--- src/design/svm_pkg.sv ---
// constants and types shared by the supply monitor files
package svm_pkg;

  // ****************************************
  // register map
  // ****************************************
  localparam logic [15:0] SVM_ADDR_THRESH = 16'hff04;
  localparam logic [15:0] SVM_ADDR_CTRL = 16'hff05;
  localparam logic [3:0] SVM_RESET_VAL = 4'h0;
  localparam int SVM_CODE_LSB = 0;
  localparam int SVM_CODE_MSB = 2;
  localparam int SVM_EN_BIT = 0;
  localparam int SVM_RES_BIT = 1;
  localparam logic [3:0] SVM_THRESH_MASK = 4'h7;

  // ****************************************
  // timing
  // ****************************************
  localparam int SVM_CLK_KHZ = 10000;
  localparam int SVM_SETTLE_US = 500;
  // least time, rounded up to whole cycles
  localparam int SVM_SETTLE_CYC = (SVM_SETTLE_US * SVM_CLK_KHZ + 999) / 1000;
  localparam int SVM_CNT_W = 16;

  // ****************************************
  // threshold levels in millivolts, index is the code
  // ****************************************
  localparam int SVM_MV_W = 12;
  localparam logic [SVM_MV_W-1:0] SVM_MV_OSC [8] = '{
    12'h73a, 12'h7d0, 12'h866, 12'h8fc, 12'h992, 12'ha28, 12'habe, 12'hb54};
  // code 0 has no level without the oscillator option
  localparam logic [SVM_MV_W-1:0] SVM_MV_NOOSC [8] = '{
    12'h000, 12'h46a, 12'h4c4, 12'h514, 12'h56e, 12'h5be, 12'h618, 12'h668};

  // ****************************************
  // types
  // ****************************************
  typedef struct packed {
    logic [15:0] addr;
    logic [3:0] wdata;
    logic wr;
    logic rd;
  } svm_bus_s;

  typedef enum logic [0:0] {
    SVM_OFF = 1'b0,
    SVM_ON = 1'b1
  } svm_state_e;

endpackage

--- src/design/svm_sync.sv ---
// two-flop level synchroniser for pins from outside the clock domain
`timescale 1ns/1ps
module svm_sync (
  // clock and reset
  input wire logic clk,
  input wire logic reset_n,
  // level in and out
  input wire logic async_in,
  output logic sync_out
);

  logic meta_q;

  always_ff @(posedge clk or negedge reset_n) begin
    if (!reset_n) begin
      meta_q <= 1'b0;
      sync_out <= 1'b0;
    end else begin
      meta_q <= async_in;
      sync_out <= meta_q;
    end
  end

endmodule // svm_sync

--- src/design/svm_top.sv ---
// supply monitor control: threshold select, enable and captured result
`timescale 1ns/1ps
// Operation
// - codes 0..7 pick 1.85..2.90 V levels
// - without oscillator option, codes 1..7 pick 1.13..1.64 V
// - detect only while enabled; enable reads back
// - enable falling captures result, monitor off
// - result 1 means below threshold; read-only
// - code at ff04 bits 2:0; ff05 bits 0,1
// - unused bits read zero, writes ignored
// - reset clears code, enable and result
module svm_top
  import svm_pkg::*;
#(
  parameter int SETTLE_CYCLES = SVM_SETTLE_CYC
) (
  // clock and reset
  input wire logic clk,
  input wire logic reset_n,
  // cpu i/o memory access
  input wire svm_bus_s bus,
  output logic [3:0] rdata_q,
  // analogue comparator side
  input wire logic below_threshold,
  input wire logic high_speed_oscillator_option,
  output logic monitor_on_q,
  output logic [2:0] threshold_code_q,
  output logic [SVM_MV_W-1:0] threshold_mv_q,
  output logic level_undefined_q,
  output logic settled_q
);

  // ****************************************
  // pin synchronisers
  // ****************************************
  logic below_s;
  logic osc_opt_s;

  svm_sync u_sync_cmp (
    .clk(clk),
    .reset_n(reset_n),
    .async_in(below_threshold),
    .sync_out(below_s)
  );

  svm_sync u_sync_opt (
    .clk(clk),
    .reset_n(reset_n),
    .async_in(high_speed_oscillator_option),
    .sync_out(osc_opt_s)
  );

  // ****************************************
  // address decode
  // ****************************************
  logic wr_thresh;
  logic wr_ctrl;
  logic new_enable;
  svm_state_e state_q;
  logic result_q;
  logic [SVM_CNT_W-1:0] on_cnt_q;

  assign wr_thresh = bus.wr && (bus.addr == SVM_ADDR_THRESH);
  assign wr_ctrl = bus.wr && (bus.addr == SVM_ADDR_CTRL);
  assign new_enable = bus.wdata[SVM_EN_BIT];

  // ****************************************
  // threshold code register
  // ****************************************
  always_ff @(posedge clk or negedge reset_n) begin
    if (!reset_n) begin
      threshold_code_q <= SVM_RESET_VAL[SVM_CODE_MSB:SVM_CODE_LSB];
    end else if (wr_thresh) begin
      threshold_code_q <= bus.wdata[SVM_CODE_MSB:SVM_CODE_LSB];
    end
  end

  // ****************************************
  // selected level, follows code and option strap
  // ****************************************
  always_ff @(posedge clk or negedge reset_n) begin
    if (!reset_n) begin
      threshold_mv_q <= '0;
      level_undefined_q <= 1'b0;
    end else if (osc_opt_s) begin
      threshold_mv_q <= SVM_MV_OSC[threshold_code_q];
      level_undefined_q <= 1'b0;
    end else begin
      threshold_mv_q <= SVM_MV_NOOSC[threshold_code_q];
      level_undefined_q <= (threshold_code_q == 3'h0);
    end
  end

  // ****************************************
  // enable state, drives the comparator on
  // ****************************************
  always_ff @(posedge clk or negedge reset_n) begin
    if (!reset_n) begin
      state_q <= SVM_OFF;
    end else if (wr_ctrl) begin
      state_q <= new_enable ? SVM_ON : SVM_OFF;
    end
  end

  always_ff @(posedge clk or negedge reset_n) begin
    if (!reset_n) begin
      monitor_on_q <= 1'b0;
    end else if (wr_ctrl) begin
      monitor_on_q <= new_enable;
    end
  end

  // ****************************************
  // result latch
  // ****************************************
  always_ff @(posedge clk or negedge reset_n) begin
    if (!reset_n) begin
      result_q <= 1'b0;
    end else begin
      unique case (state_q)
        SVM_OFF: begin
          result_q <= result_q;
        end
        SVM_ON: begin
          // capture only on the 1 to 0 write, hold otherwise
          if (wr_ctrl && !new_enable) begin
            result_q <= below_s;
          end
        end
      endcase
    end
  end

  // ****************************************
  // on-time counter, flags when comparator has settled
  // ****************************************
  always_ff @(posedge clk or negedge reset_n) begin
    if (!reset_n) begin
      on_cnt_q <= '0;
    end else if (state_q == SVM_OFF) begin
      on_cnt_q <= '0;
    end else if (on_cnt_q != SVM_CNT_W'(SETTLE_CYCLES)) begin
      on_cnt_q <= on_cnt_q + SVM_CNT_W'(1);
    end
  end

  always_ff @(posedge clk or negedge reset_n) begin
    if (!reset_n) begin
      settled_q <= 1'b0;
    end else begin
      settled_q <= (state_q == SVM_ON) && (on_cnt_q == SVM_CNT_W'(SETTLE_CYCLES));
    end
  end

  // ****************************************
  // read data, one cycle after the read strobe
  // ****************************************
  always_ff @(posedge clk or negedge reset_n) begin
    if (!reset_n) begin
      rdata_q <= SVM_RESET_VAL;
    end else if (bus.rd) begin
      rdata_q <= '0;
      if (bus.addr == SVM_ADDR_THRESH) begin
        rdata_q[SVM_CODE_MSB:SVM_CODE_LSB] <= threshold_code_q;
      end else if (bus.addr == SVM_ADDR_CTRL) begin
        rdata_q[SVM_EN_BIT] <= monitor_on_q;
        rdata_q[SVM_RES_BIT] <= result_q;
      end
    end
  end

  // ****************************************
  // assertions
  // ****************************************
  level_osc_map_a: assert property (@(posedge clk) disable iff (!reset_n)
    $past(osc_opt_s) && $past(threshold_code_q) == 3'h7 |-> threshold_mv_q == 12'hb54)
    else $error("code 7 with option not at top level");

  level_noosc_a: assert property (@(posedge clk) disable iff (!reset_n)
    $past(reset_n) && !$past(osc_opt_s)
    |-> level_undefined_q == ($past(threshold_code_q) == 3'h0))
    else $error("undefined level flag wrong without option");

  enable_readback_a: assert property (@(posedge clk) disable iff (!reset_n)
    wr_ctrl ##1 !wr_ctrl ##1 (bus.rd && bus.addr == SVM_ADDR_CTRL && !wr_ctrl)
    |=> rdata_q[SVM_EN_BIT] == $past(new_enable, 3))
    else $error("enable bit does not read back");

  capture_on_fall_a: assert property (@(posedge clk) disable iff (!reset_n)
    monitor_on_q && wr_ctrl && !new_enable |=> !monitor_on_q && result_q == $past(below_s))
    else $error("result not captured when monitor switched off");

  settle_count_a: assert property (@(posedge clk) disable iff (!reset_n)
    $rose(settled_q) |-> $past(on_cnt_q) == SVM_CNT_W'(SETTLE_CYCLES))
    else $error("settled flag at wrong count");

  result_read_only_a: assert property (@(posedge clk) disable iff (!reset_n)
    !(monitor_on_q && wr_ctrl && !new_enable) |=> $stable(result_q))
    else $error("result changed without enable fall");

  unused_zero_a: assert property (@(posedge clk) disable iff (!reset_n)
    bus.rd |=> rdata_q[3] == 1'b0 && (rdata_q[2] == 1'b0 || $past(bus.addr) == SVM_ADDR_THRESH))
    else $error("unused bit read as one");

  code_write_a: assert property (@(posedge clk) disable iff (!reset_n)
    wr_thresh |=> threshold_code_q == $past(bus.wdata[2:0]))
    else $error("threshold code not stored");

  hold_while_on_a: assert property (@(posedge clk) disable iff (!reset_n)
    (monitor_on_q && !wr_ctrl) [*2] |-> $stable(result_q))
    else $error("result moved while monitor enabled");

endmodule // svm_top

--- config.mk ---
export PLATFORM = sky130hd
export DESIGN_NAME = svm_top
export DESIGN_NICKNAME = d
export VERILOG_FILES = /design/src/design/svm_pkg.sv /design/src/design/svm_sync.sv /design/src/design/svm_top.sv
export SDC_FILE = /design/constraint.sdc
export NUM_CORES = 1
export LEC_CHECK = 0
export BUFFER_PORTS_ARGS = -buffer_cell sky130_fd_sc_hd__buf_2
export CORE_ASPECT_RATIO = 1.2
export CORE_MARGIN = 4
export CORE_UTILIZATION = 50
export DETAILED_ROUTE_END_ITERATION = 10
export PLACE_DENSITY = 0.74
export SLEW_MARGIN = 5
export SYNTH_ARGS = -nofsm -noshare
export SYNTH_HDL_FRONTEND = slang
export SYNTH_SLANG_ARGS = --single-unit
--- constraint.sdc ---
create_clock -name clk -period 3.9 [get_ports clk]
set_input_delay 0.195 -clock clk [delete_from_list [all_inputs] [get_ports clk]]
set_output_delay 0.195 -clock clk [all_outputs]
set_load 0.01 [all_outputs]
==> Word-level counts from Yosys, hierarchy flattened <==
Memories as Yosys holds them, arrays and structs flattened.
Index checks and enable logic that the tools add are counted.
{ "classes": {"shift": 0, "reduce_logical": 7, "mul": 0, "mux": 14, "n_lt_le_gt_ge": 1, "n_eq_ne": 6, "n_div": 0, "add_sub_neg": 1, "bitwise": 1} }
{ "op_table": {"columns": ["operator", "count"], "rows": [
  ["2-to-1 mux 12 bit", 5],
  ["equality test 16 bit, second input constant", 2],
  ["2-to-1 mux 16 bit", 2],
  ["adder 16 x 1 -> 16 bit, second input constant", 1],
  ["equality test 16 x 13 -> 1 bit, second input constant", 1],
  ["inequality test 16 x 13 -> 1 bit, second input constant", 1],
  ["2-to-1 mux 1 bit", 5],
  [">= comparator 4 bit, second input constant", 1],
  ["logical AND 1 bit", 4],
  ["2-to-1 mux 2 bit", 2],
  ["inequality test 2 x 1 -> 1 bit, second input constant", 2],
  ["NOT 3 -> 4 bit", 1],
  ["zero test 3 bit", 1],
  ["AND reduction 2 bit", 1],
  ["zero test 1 bit", 1]
]} }
{ "word_totals": {"n_memories": 2, "latch_bits": 0, "regBits": 43, "rom_bits": 192, "out_inout_bits": 22, "inputBits": 26, "ramBits": 0, "elab_cells": 45} }
{ "memory_table": {"columns": ["memory", "depth", "word_bits", "rd", "rd_ports_with_merged_regs", "wr", "line_no", "rtl"], "rows": [
  ["(name not given)", 8, 12, 1, 0, 0, "svm_top.sv:89", "threshold_mv_q <= SVM_MV_NOOSC[threshold_code_q];"],
  ["(name not given)", 8, 12, 1, 0, 0, "svm_top.sv:86", "threshold_mv_q <= SVM_MV_OSC[threshold_code_q];"]
]} }

==> Depth between registers and ports, before layout <==
Gate-level depths: netlist of the first run.
{ "logic_depth": {"ltp_word": 5, "mapped_depth": 7, "ltp_nobuf": 6} }

==> Hierarchy <==
Synthesis of the first run repeated with hierarchy kept, for this count alone.
{ "unflattened": {"hier_cells": 192, "area_unflattened_um2": 2093.3} }
{ "modules_own_cells": {"columns": ["mod", "seq_area_each_um2", "instances", "cells_each", "area_per_inst_um2"], "rows": [
  ["svm_top", 925.9, 1, 188, 1993.2],
  ["svm_sync", 50.0, 2, 2, 50.0]
]} }

==> Worst setup path before layout of the first run <==
OpenSTA, ideal clock, no wires.
{ "synth_path": {"kind": "register to register", "startpoint": "register on_cnt_q[0]", "endpoint": "register on_cnt_q[14]", "synth_period_minus_slack_ps": 1489, "setup_time_ps": 119, "path_slack_ps": 2411, "t_arrival_ps": 1370, "n_path_buf": 0, "stages_incl_launch_ff": 6, "required_time_ps": 3781, "cell_sequence": "dfrtp_1 -> ha_1 -> nand3_1 -> nor4_1 -> xor2_1 -> and2_1"} }
{ "synth_between": {"elab_chain_cells": 3, "elab_cells_between_ends": 5, "cone_classes": "add/sub: 1; eq/ne: 2; mux: 2"} }
{ "synth_lines": {"columns": ["element", "line_no", "rtl"], "rows": [
  ["from (decl)", "svm_top.sv:61", "logic [SVM_CNT_W-1:0] on_cnt_q;"],
  ["from (signal assigned)", "svm_top.sv:143", "on_cnt_q <= on_cnt_q + SVM_CNT_W'(1);"],
  ["adder 16 x 1 -> 16 bit", "svm_top.sv:143", null],
  ["2-to-1 mux 16 bit", "svm_top.sv:142", "end else if (on_cnt_q != SVM_CNT_W'(SETTLE_CYCLES)) begin"],
  ["2-to-1 mux 16 bit", "svm_top.sv:140", "end else if (state_q == SVM_OFF) begin"]
]} }
Several ways; a longest one is shown, not always the timed one. The select of a mux whose other input is x is not followed.
A chain may end at the register's enable or synchronous reset.

==> Worst setup path after layout of the first run <==
Ends and elaborated chain as after synthesis.

==> results.tsv, run 1 <==
stage	metric	value	unit
status	status	finished clean	
placed_design	I/O Buffers	44	
global_route	vias in the first global route	1555	
synth	mapped cell area	2140	sq um
sta	Setup Viol. Count Final	0	
routing	Routed Antenna Nets	0	
synth	Yosys reg bits	41	
cts	hold buffer count at cts	2	
worst_setup_path	CP max stage delay	0.48	ns
sta	max-slew violation count	0	
cts	Post-CTS Setup Bufs	0	
die	die area	5400	sq um
routing	via/cell ratio	5.11	
synth	register area share after synthesis	0.479	
cells_and_area	synthesis-to-layout area growth	17.4	%
worst_setup_path	Slowest cell on crit path	dfrtp_1	
synth	cells after synthesis	192	
sta	Slew HR	0.419	
synth	area leader, netlist	dfrtp_1	
cts	total CTS buffers	5	
sta	setup TNS	0	ns
synth	Avg Inst Size Synth	11.2	sq um
power	worst IR drop on VDD	0.207	mV
placed_design	gpl congestion	0.806	
cts	Clock Pin Slew Worst Setup and Hold Paths	0.07	ns
synth	Synth Flop Type	dfrtp_1	
global_route	antenna violations before repair	0	
sta	clock skew after layout	0.00383	ns
worst_setup_path	CP bufs+invs	0	
die	Die X	67.7	um
cts	CTS resizes	0	
cells_and_area	fillers	355	
routing	DRT iter0 DRCs	52	
power	Static Leak	1.22	nW
cells_and_area	area of the multi-input gates	1020	sq um
die	core area	4040	sq um
worst_setup_path	CP required	4.08	ns
cts	H-tree levels	2	
worst_setup_path	largest delay contributor family on the critical path	simple AND/OR/NAND/NOR gates	
worst_setup_path	critical path type	reg2reg	
global_route	first-pass GRT wire length	6.82	mm
min_path	worst hold path type	in2async	
sta	RSZ-0062 raised after global routing	false	
worst_setup_path	Worst Reg-to-Reg Cells	5	
cts	maximum clock path buffer count	2	
routing	Via Count	1488	
worst_setup_path	WP data arrival	1.93	ns
worst_setup_path	Reg-to-Reg Start	on_cnt_q[0]	
cells_and_area	layout cell share with drive strength beyond 1	0.278	
sta	Hold Fails Final Rpt	0	
routing	drt drc	0	
cts	CTS tree	yes	
synth	Synth area leaders	dfrtp_1, ha_1, mux2i_1	
global_route	total track usage	0.166	
sta	worst slew pin tran	0.871	ns
sta	Peak Freq	574	MHz
worst_setup_path	r2r setup slk	2.16	ns
die	Die Span Y	79.7	um
cells_and_area	n_diodes	0	
routing	drt first pass iters	4	
cells_and_area	layout net count	272	
worst_setup_path	FF-to-FF End	on_cnt_q[14]	
worst_setup_path	Setup crit start kind	flip-flop	
worst_setup_path	Max Fanout on Critical Path	7	
power	Pwr per Cell Area	328	nW/um^2
sta	Tcrit/Tclk final	0.447	
synth	ys async rst share	1.00	
synth	share of Yosys cell area claimed by the top area cell type	0.479	
worst_setup_path	endpoint type of the worst setup path	flip-flop	
sta	worst hold slack	0.0169	ns
placed_design	hpwl dp	2.74	mm
sta	min Tclk post-route	1.74	ns
worst_setup_path	crit-path cells	ha_1, nand3_1, nor4_1, xor2_1, and2_1	
die	io pins	48	
die	Initial Util	0.531	
cts	root buf cell	clkbuf_8	
cts	CTS sink count	41	
global_route	Overflow after GRT	0	
synth	library cells used by synthesis	43	
global_route	largest net degree at the start of global routing	42	
routing	wirelength, routed	3.71	mm
cells_and_area	FF+latch area	1030	sq um
synth	Ys Warns	0	
job	Max Cap Viol	0	
synth	EDFF count, synth	0	
die	# rows	25	
cts	Clk Latency, worst-skew pair	0.29	ns
routing	wire length per cell	12.7	um
## layout by cell type (no fill, tap or decap), drive strengths merged, types with 3 or more instances in the layout
cell type / count
nor2: 5
ha: 10
a21boi: 3
xor2: 6
mux2: 7
inv: 11
a21oi: 4
buf: 44
nor2b: 5
and3: 3
clkbuf: 6
nor4: 3
and2: 11
nand2: 9
nand3: 8
nor3: 8
nand4: 5
mux2i: 7
xnor2: 7
o21ai: 9
dfrtp: 41
## Yosys cell counts (all sizes together), types with 5 or more instances
master,count
nand2,9
nor2,5
nor2b,5
mux2,7
nor3,8
xor2,6
ha,10
o21ai,9
nand3,8
nand4,5
and2,11
inv,11
buf,7
dfrtp,41
xnor2,7
mux2i,7
## where the power goes
group / internal [mW] / switching, mW / leakage, nW
combinational: 0.0182 / 0.0220 / 0.624
clock: 0.208 / 0.141 / 0.0574
sequential: 0.432 / 0.00394 / 0.543
total: 0.658 / 0.167 / 1.22
## cells by family (layout without fill, tap and decap cells)
logic type | after synthesis | after routing | share of synthesized area
mux | 14 | 14 | 0.0695
compound gates | 21 | 21 | 0.0637
buf+inv | 21 | 65 | 0.0468
other cells | 1 | 2 | 0.00175
flops | 41 | 41 | 0.479
xor+xnor | 13 | 13 | 0.0532
simple gates | 71 | 71 | 0.227
fa+ha+maj | 10 | 10 | 0.0584
## flip-flops by register name, summed over array words and instances, names as in the netlist
name,flops
on_cnt_q,16
threshold_mv_q,11
rdata_q,3
threshold_code_q,3
level_undefined_q,1
result_q,1
settled_q,1
state_q,1
u_sync_cmp.meta_q,1
u_sync_cmp.sync_out,1
u_sync_opt.meta_q,1
u_sync_opt.sync_out,1
## worst max-delay path by stage
| stage | from | to | slack (ns) | depth (start not counted) |
|---|---|---|---|---|
| after floorplan | on_cnt_q[0] | on_cnt_q[14] | 2.41 | 5 |
| after global placement | on_cnt_q[0] | on_cnt_q[14] | 2.17 | 5 |
| after detailed placement | on_cnt_q[0] | on_cnt_q[14] | 2.16 | 5 |
| after CTS | on_cnt_q[0] | on_cnt_q[14] | 2.14 | 5 |
| after global routing | on_cnt_q[0] | on_cnt_q[14] | 1.98 | 5 |
| final | on_cnt_q[0] | on_cnt_q[14] | 2.16 | 5 |
## layer usage
layer,track usage,up-vias,routed length (um)
met3,0.0493,6,222
met1,0.198,694,1610
li1,-,746,-
met5,0,-,0
met2,0.277,42,1820
met4,0.0609,0,58
## metrics by stage
step,power [mW],setup WS [ns],util,std cells,cell area [sq um]
floorplan,0.458,2.41,-,193,2140
global placement,0.484,2.17,0.588,281,2370
detailed placement,0.484,2.16,0.588,281,2370
CTS,0.841,2.14,0.623,291,2510
global route,0.863,1.98,0.623,291,2510
finish,0.825,2.16,0.623,291,2510
## area by class of cell
class / count / area share
Clock buffer: 6 / 0.0329
Multi-Input combinational cell: 131 / 0.405
Tap cell: 54 / 0.0269
Timing Repair Buffer: 46 / 0.0956
Clock inverter: 2 / 0.0149
Sequential cell: 41 / 0.408
Inverter: 11 / 0.0164
No activity file was read; power rests on OpenSTA's default activity.
==> run 2, diff against run 1 <==
- clock period: 3.9 -> 1.7 ns (I/O delays scaled with it)
==> run 2 against run 1 <==
Against the previous run: count of clock-buffer cells in the layout unchanged; critical path depth up 1; first-iteration DRC count up 15%; sequential power increased by 130%; core utilization rose by 1.5 points; critical endpoint is now on_cnt_q[1]; largest cell class unchanged; largest power group unchanged; highest routed layer unchanged.
==> results.tsv, run 2 (synthesis gave the netlist of run 1 again) <==
stage	metric	value	unit	change
sta	max-slew violation count	0		unchanged
placed_design	Area after DPL	2440	sq um	+2.8%
power	Static Leak	1.26	nW	+3.1%
routing	drt first pass iters	4		unchanged
cells_and_area	commonest non-fill, non-tap cell in the layout	buf_2		
status	status	finished clean		
cts	Clk Latency, worst-skew pair	0.29	ns	about the same
worst_setup_path	endpoint type of the worst setup path	flip-flop		
cells_and_area	layout cell share with drive strength beyond 1	0.308		+0.0292
sta	Peak Freq	657	MHz	+14%
sta	setup TNS	0	ns	unchanged
cells_and_area	layout net count	283		+4.0%
sta	clock skew after layout	0.00983	ns	+0.00600 ns
job	Max Cap Viol	0		unchanged
cells_and_area	synthesis-to-layout area growth	20.2	%	
die	core area	4040	sq um	unchanged
routing	Routed Antenna Nets	0		unchanged
die	Die Span Y	79.7	um	unchanged
sta	Slew HR	0.661		+0.241
cells_and_area	fillers	341		-3.9%
worst_setup_path	Setup crit start kind	flip-flop		
worst_setup_path	CP max stage delay	0.46	ns	-0.02 ns
cts	total CTS buffers	5		unchanged
power	Pwr per Cell Area	674	nW/um^2	+110%
die	Initial Util	0.531		unchanged
worst_setup_path	crit-path cells	inv_1, ha_1, nor4bb_1, and4_2, mux2i_1, nor2b_1		
worst_setup_path	Slowest cell on crit path	dfrtp_2		
worst_setup_path	WP data arrival	1.70	ns	-0.23 ns
worst_setup_path	CP required	1.88	ns	-2.20 ns
cts	H-tree levels	2		unchanged
cells_and_area	final std cells w/o fill	301		+3.4%
die	io pins	48		unchanged
cts	CTS sink count	41		unchanged
routing	Via Count	1520		+2.2%
cts	Clock Pin Slew Worst Setup and Hold Paths	0.08	ns	about the same
placed_design	I/O Buffers	44		unchanged
global_route	first-pass GRT wire length	6.57	mm	-3.7%
power	Reg power frac	0.576		+0.047
cells_and_area	commonest cells after routing, fill and taps aside	buf_2, dfrtp_1, inv_1, and2_1, ha_1		
cells_and_area	final instance area	2570	sq um	+2.4%
power	Clk pwr share	0.367		-0.056
power	Sw Share	0.217		+0.0153
sta	Hold Fails Final Rpt	0		unchanged
global_route	largest net degree at the start of global routing	42		unchanged
die	Die X	67.7	um	unchanged
global_route	vias in the first global route	1445		-7.1%
global_route	antenna violations before repair	0		unchanged
power	switching power	0.377	mW	+130%
global_route	total track usage	0.161		-0.00517
sta	Setup Viol. Count Final	0		unchanged
die	# rows	25		unchanged
sta	worst hold slack	0.00692	ns	-0.00995 ns
sta	RSZ-0062 raised after global routing	false		
placed_design	dpl cells	290		+3.2%
min_path	worst hold path type	in2reg		
cts	root buf cell	clkbuf_8		
sta	worst slew pin tran	0.509	ns	-0.362 ns
sta	min Tclk post-route	1.52	ns	-0.221 ns
sta	fin worst setup slack	0.178	ns	-1.98 ns
cts	maximum clock path buffer count	2		unchanged
placed_design	gpl congestion	0.803		-0.40%
cts	Post-CTS Setup Bufs	0		unchanged
cells_and_area	largest registers	on_cnt_q (16), threshold_mv_q (11)		
worst_setup_path	critical path type	reg2reg		
sta	Tcrit/Tclk final	0.895		+0.448
cells_and_area	Largest register FFs	16		unchanged
routing	DRT iter0 DRCs	60		+15%
power	worst IR drop on VDD	0.357	mV	+72%
routing	wire length per cell	12.7	um	-0.22%
cts	CTS tree	yes		
routing	wirelength, routed	3.83	mm	+3.2%
cells_and_area	FF+latch area	1030	sq um	+0.12%
placed_design	pre-CTS setup slack	0.144	ns	-2.01 ns
global_route	Overflow after GRT	0		unchanged
power	Int Pwr	1.36	mW	+110%
power	Logic pwr share	0.056		+0.007
worst_setup_path	Max Fanout on Critical Path	7		unchanged
cells_and_area	n_diodes	0		unchanged
cells_and_area	Top reg by flops	on_cnt_q		
cells_and_area	area of the multi-input gates	1020	sq um	+0.12%
die	die area	5400	sq um	unchanged
routing	drt drc	0		unchanged
routing	via/cell ratio	5.05		-1.2%
placed_design	hpwl dp	2.85	mm	+3.8%
-- run 2: cell types whose count changed in the layout (fill, tap and decap cells not counted) --
cell | before | now
dlygate4sd3_1 | 2 | 4
buf_4 | 0 | 9
dfrtp_2 | 0 | 1
dfrtp_1 | 41 | 40
and4_1 | 2 | 1
and4_2 | 0 | 1
bufinv_16 | 1 | 0
-- run 2: stage by stage --
| stage | total power, mW | util |
|---|---|---|
| floorplan | 1.05 | - |
| global placement | 1.11 | 0.605 |
| detailed placement | 1.11 | 0.605 |
| CTS | 1.75 | 0.637 |
| global route | 1.81 | 0.638 |
| finish | 1.74 | 0.638 |
-- run 2: power by group through the flow --
stage	Combinational, mW	Clock (mW)	Sequential, mW
after floorplan	0.0290	0	1.02
after global placement	0.0914	0	1.02
after detailed placement	0.0935	0	1.02
after CTS	0.101	0.650	1.00
after global routing	0.112	0.695	1.00
final	0.0980	0.637	1.00
-- run 2: layer usage --
metal | global-route usage | part of all wire | up-vias
met3 | 0.0408 | 0.058 | 4
li1 | - | - | 764
met5 | 0 | 0 | -
met1 | 0.213 | 0.46 | 707
met2 | 0.252 | 0.47 | 45
met4 | 0.0548 | 0.010 | 0
-- run 2: timing repair --
action / in CTS / in global routing
endpoints found under the setup margin: 0 / 2
resized for setup: 0 / 2
hold buffers: 4 / 0
hold endpoints to repair: 44 / 0
-- run 2: final cells by class --
cell class                      count  share of cell area
Clock buffer                        6              0.0321
Clock inverter                      1             0.00292
Inverter                           11              0.0160
Multi-Input combinational cell    131               0.396
Sequential cell                    41               0.399
Tap cell                           54              0.0263
Timing Repair Buffer               57               0.127
-- run 2: final timing paths --
path / startpoint / to / slack (ns) / depth (start not counted)
worst min register to register: u_sync_cmp.meta_q / u_sync_cmp.sync_out / 0.36 / 0
min in group asynchronous: reset_n / threshold_mv_q[5] / 0.38 / 3
worst min-delay path: bus[4] / threshold_code_q[2] / 0.007 / 2
max in group asynchronous: reset_n / on_cnt_q[1] / 0.94 / 3
worst max-delay path: on_cnt_q[1] / on_cnt_q[1] / 0.18 / 6
worst max register to register: on_cnt_q[1] / on_cnt_q[1] / 0.18 / 6
-- run 2: critical path: cells and delay by family, from the launching register on --
family	cells	cell delay (ns)
DFF	1	0.46
buffers and inverters	1	0.07
and+or+nand+nor	3	0.56
muxes	1	0.20
adders and majority gates	1	0.13
==> run 3, diff against run 2 <==
- BUFFER_PORTS_ARGS: -buffer_cell sky130_fd_sc_hd__buf_2 -> default
- DONT_BUFFER_PORTS: default -> 1
- PLACE_DENSITY: 0.74 -> 0.64
- SYNTH_HIERARCHICAL: default -> 1
==> run 3 against run 2 <==
Against the previous run: sequential power about the same; critical path type unchanged; hold slack improved by 0.015 ns; via count decreased by 7.7%; area after synthesis decreased by 2.2%; largest cell class unchanged; sequential share of layout area increased by 2.8 points; largest power group unchanged; cell count decreased by 13%.
==> results.tsv, run 3 <==
stage	metric	value	unit	change
power	Overall Power	1.87	mW	+7.6%
synth	Ys Warns	6		+6
global_route	vias in the first global route	1471		+1.8%
placed_design	Area after DPL	2170	sq um	-11%
worst_setup_path	Slowest cell on crit path	or3_4		
global_route	total track usage	0.167		+0.00610
die	Initial Util	0.523		-0.00773
sta	Slew HR	0.647		-0.0143
power	Static Leak	1.03	nW	-19%
cts	total CTS buffers	5		unchanged
power	Int Pwr	1.50	mW	+11%
sta	min Tclk post-route	1.65	ns	+0.126 ns
placed_design	dpl cells	243		-16%
worst_setup_path	crit-path cells	nand4_1, or3_4, or4_1, a21boi_0		
die	Die X	67.1	um	-0.98%
cells_and_area	fillers	350		+2.6%
cells_and_area	area of the multi-input gates	1000	sq um	-1.8%
sta	clock skew after layout	0.00335	ns	-0.00648 ns
worst_setup_path	Setup crit start kind	flip-flop		
cts	root buf cell	clkbuf_8		
cells_and_area	layout net count	242		-14%
global_route	largest net degree at the start of global routing	42		unchanged
cells_and_area	Largest register FFs	16		unchanged
sta	Tcrit/Tclk final	0.969		+0.0740
power	Sw Share	0.196		-0.0215
cells_and_area	commonest non-fill, non-tap cell in the layout	dfrtp_1		
synth	cells after synthesis	192		unchanged
cells_and_area	n_diodes	0		unchanged
cts	Clock Pin Slew Worst Setup and Hold Paths	0.07	ns	about the same
cts	CTS tree	yes		
die	io pins	48		unchanged
cells_and_area	synthesis-to-layout area growth	14.9	%	
power	switching power	0.366	mW	-3.0%
cts	Clk Latency, worst-skew pair	0.28	ns	about the same
synth	Synth Flop Type	dfrtp_1		
power	Clk pwr share	0.424		+0.057
cells_and_area	commonest cells after routing, fill and taps aside	dfrtp_1, nand2_1, o21ai_0, and2_1, ha_1		
cells_and_area	FF+latch area	1030	sq um	unchanged
sta	Hold Fails Final Rpt	0		unchanged
worst_setup_path	critical path type	reg2reg		
routing	Routed Antenna Nets	0		unchanged
global_route	first-pass GRT wire length	6.78	mm	+3.2%
global_route	Overflow after GRT	0		unchanged
synth	mapped cell area	2090	sq um	-2.2%
worst_setup_path	endpoint type of the worst setup path	flip-flop		
cts	H-tree levels	2		unchanged
synth	ys async rst share	1.00		unchanged
cells_and_area	Top reg by flops	on_cnt_q		
cells_and_area	largest registers	on_cnt_q (16), threshold_mv_q (11)		
synth	area leader, netlist	dfrtp_1		
sta	Peak Freq	607	MHz	-7.6%
synth	count leader, synth	dfrtp_1		
routing	drt first pass iters	4		unchanged
worst_setup_path	largest delay contributor family on the critical path	simple AND/OR/NAND/NOR gates		
routing	wire length per cell	15.3	um	+20%
sta	max-slew violation count	0		unchanged
sta	Setup Viol. Count Final	0		unchanged
routing	via/cell ratio	5.38		+6.4%
synth	EDFF count, synth	0		unchanged
worst_setup_path	Max Fanout on Critical Path	7		unchanged
cts	CTS sink count	41		unchanged
die	# rows	25		unchanged
synth	top post-synthesis cells by count	dfrtp_1, nand2_1, and2_1, o21ai_0, ha_1		
sta	RSZ-0062 raised after global routing	true		
routing	drt drc	0		unchanged
worst_setup_path	CP max stage delay	0.43	ns	-0.03 ns
job	Max Cap Viol	0		unchanged
power	Reg power frac	0.541		-0.035
placed_design	gpl congestion	0.807		+0.42%
die	Die Span Y	78.9	um	-1.0%
cells_and_area	layout cell share with drive strength beyond 1	0.150		-0.158
synth	register area share after synthesis	0.490		+0.0109
power	Logic pwr share	0.035		-0.021
synth	share of Yosys cell area claimed by the top area cell type	0.490		+0.0109
synth	library cells used by synthesis	38		-12%
cells_and_area	final instance area	2410	sq um	-6.5%
cts	maximum clock path buffer count	2		unchanged
synth	Avg Inst Size Synth	10.9	sq um	-2.2%
power	worst IR drop on VDD	0.735	mV	+110%
power	Pwr per Cell Area	776	nW/um^2	+15%
synth	Yosys reg bits	41		unchanged
placed_design	hpwl dp	2.83	mm	-0.51%
global_route	antenna violations before repair	0		unchanged
cells_and_area	final std cells w/o fill	261		-13%
worst_setup_path	CP bufs+invs	0		-1
min_path	worst hold path type	in2reg		
worst_setup_path	CP required	1.90	ns	+0.02 ns
placed_design	I/O Buffers	0		-100%
routing	Via Count	1403		-7.7%
worst_setup_path	WP data arrival	1.85	ns	+0.15 ns
routing	DRT iter0 DRCs	82		+37%
die	core area	4000	sq um	-0.78%
sta	worst slew pin tran	0.530	ns	+0.0214 ns
die	die area	5290	sq um	-2.0%
status	status	finished clean		
routing	wirelength, routed	3.99	mm	+4.2%
synth	Synth area leaders	dfrtp_1, ha_1, mux2i_1		
## run 3: cell types whose count changed in the layout (fill, tap and decap cells not counted), sizes merged, moves of 4 or more
| cell | before | now |
|---|---|---|
| dlygate4sd3 | 4 | 8 |
| nand2 | 9 | 14 |
| buf | 53 | 9 |
| nor3 | 8 | 2 |
| nand3 | 8 | 4 |
| xor2 | 6 | 2 |
## run 3: path summary, 6_finish.rpt
kind                                        start  slack, ns             endpoint  cells after the start
worst max-delay path                  on_cnt_q[1]       0.05         on_cnt_q[15]                      4
worst min-delay path                       bus[6]       0.02           rdata_q[1]                      2
worst max register to register        on_cnt_q[1]       0.05         on_cnt_q[15]                      4
worst min register to register  u_sync_cmp/meta_q       0.36  u_sync_cmp/sync_out                      0
max in group asynchronous                 reset_n       1.24          on_cnt_q[0]                      2
min in group asynchronous                 reset_n       0.26         on_cnt_q[12]                      2
## run 3: final cells by class
| cell class | instances | area share |
|---|---|---|
| clock buffer | 7 | 0.0359 |
| clock inverter | 1 | 0.0125 |
| inverter | 9 | 0.0140 |
| multi-input combinational | 132 | 0.416 |
| sequential | 41 | 0.427 |
| tap | 54 | 0.0281 |
| timing repair buffer | 17 | 0.0666 |
## run 3: repair_timing
item	4_1_cts	5_1_grt
setup endpoints to repair	1	5
hold buffers	9	0
hold endpoints to repair	50	0
gates resized for setup	1	3
setup buffers	0	1
## run 3: power by group through the flow
stage,clock [mW],sequential [mW],combinational [mW]
final,0.792,1.01,0.0657
after global routing,0.863,1.01,0.0751
after CTS,0.819,1.01,0.0672
after detailed placement,0,1.03,0.0261
after global placement,0,1.03,0.0256
after floorplan,0,1.02,0.0321
## run 3: cell families after synthesis
| logic type | synth area share |
|---|---|
| and+or+nand+nor | 0.213 |
| DFF | 0.490 |
| AOI/OAI and AO/OA | 0.0777 |
| buffers and inverters | 0.0394 |
| muxes | 0.0765 |
| adders and majority gates | 0.0598 |
| xor gates and xnor gates | 0.0418 |
| other | 0.00179 |
## run 3: per-layer routing
metal  vias to the layer above  routed length (um)  GRT usage
li1                        682                   -          -
met1                       684                1560      0.188
met2                        32                2220      0.301
met3                         5                 169     0.0410
met4                         0                  39     0.0548
met5                         -                   0          0
## run 3: through the flow
stage	setup WS [ns]	hold WS (ns)	util	setup TNS, ns
after floorplan	0.0535	-0.211	-	0
final	0.0524	0.0220	0.601	0
after detailed placement	-0.0385	-0.209	0.542	-0.105
after CTS	0.0398	0.00722	0.597	0
after global placement	-0.00191	-0.209	0.542	-0.00483
after global routing	-0.0168	0.0234	0.601	-0.0168
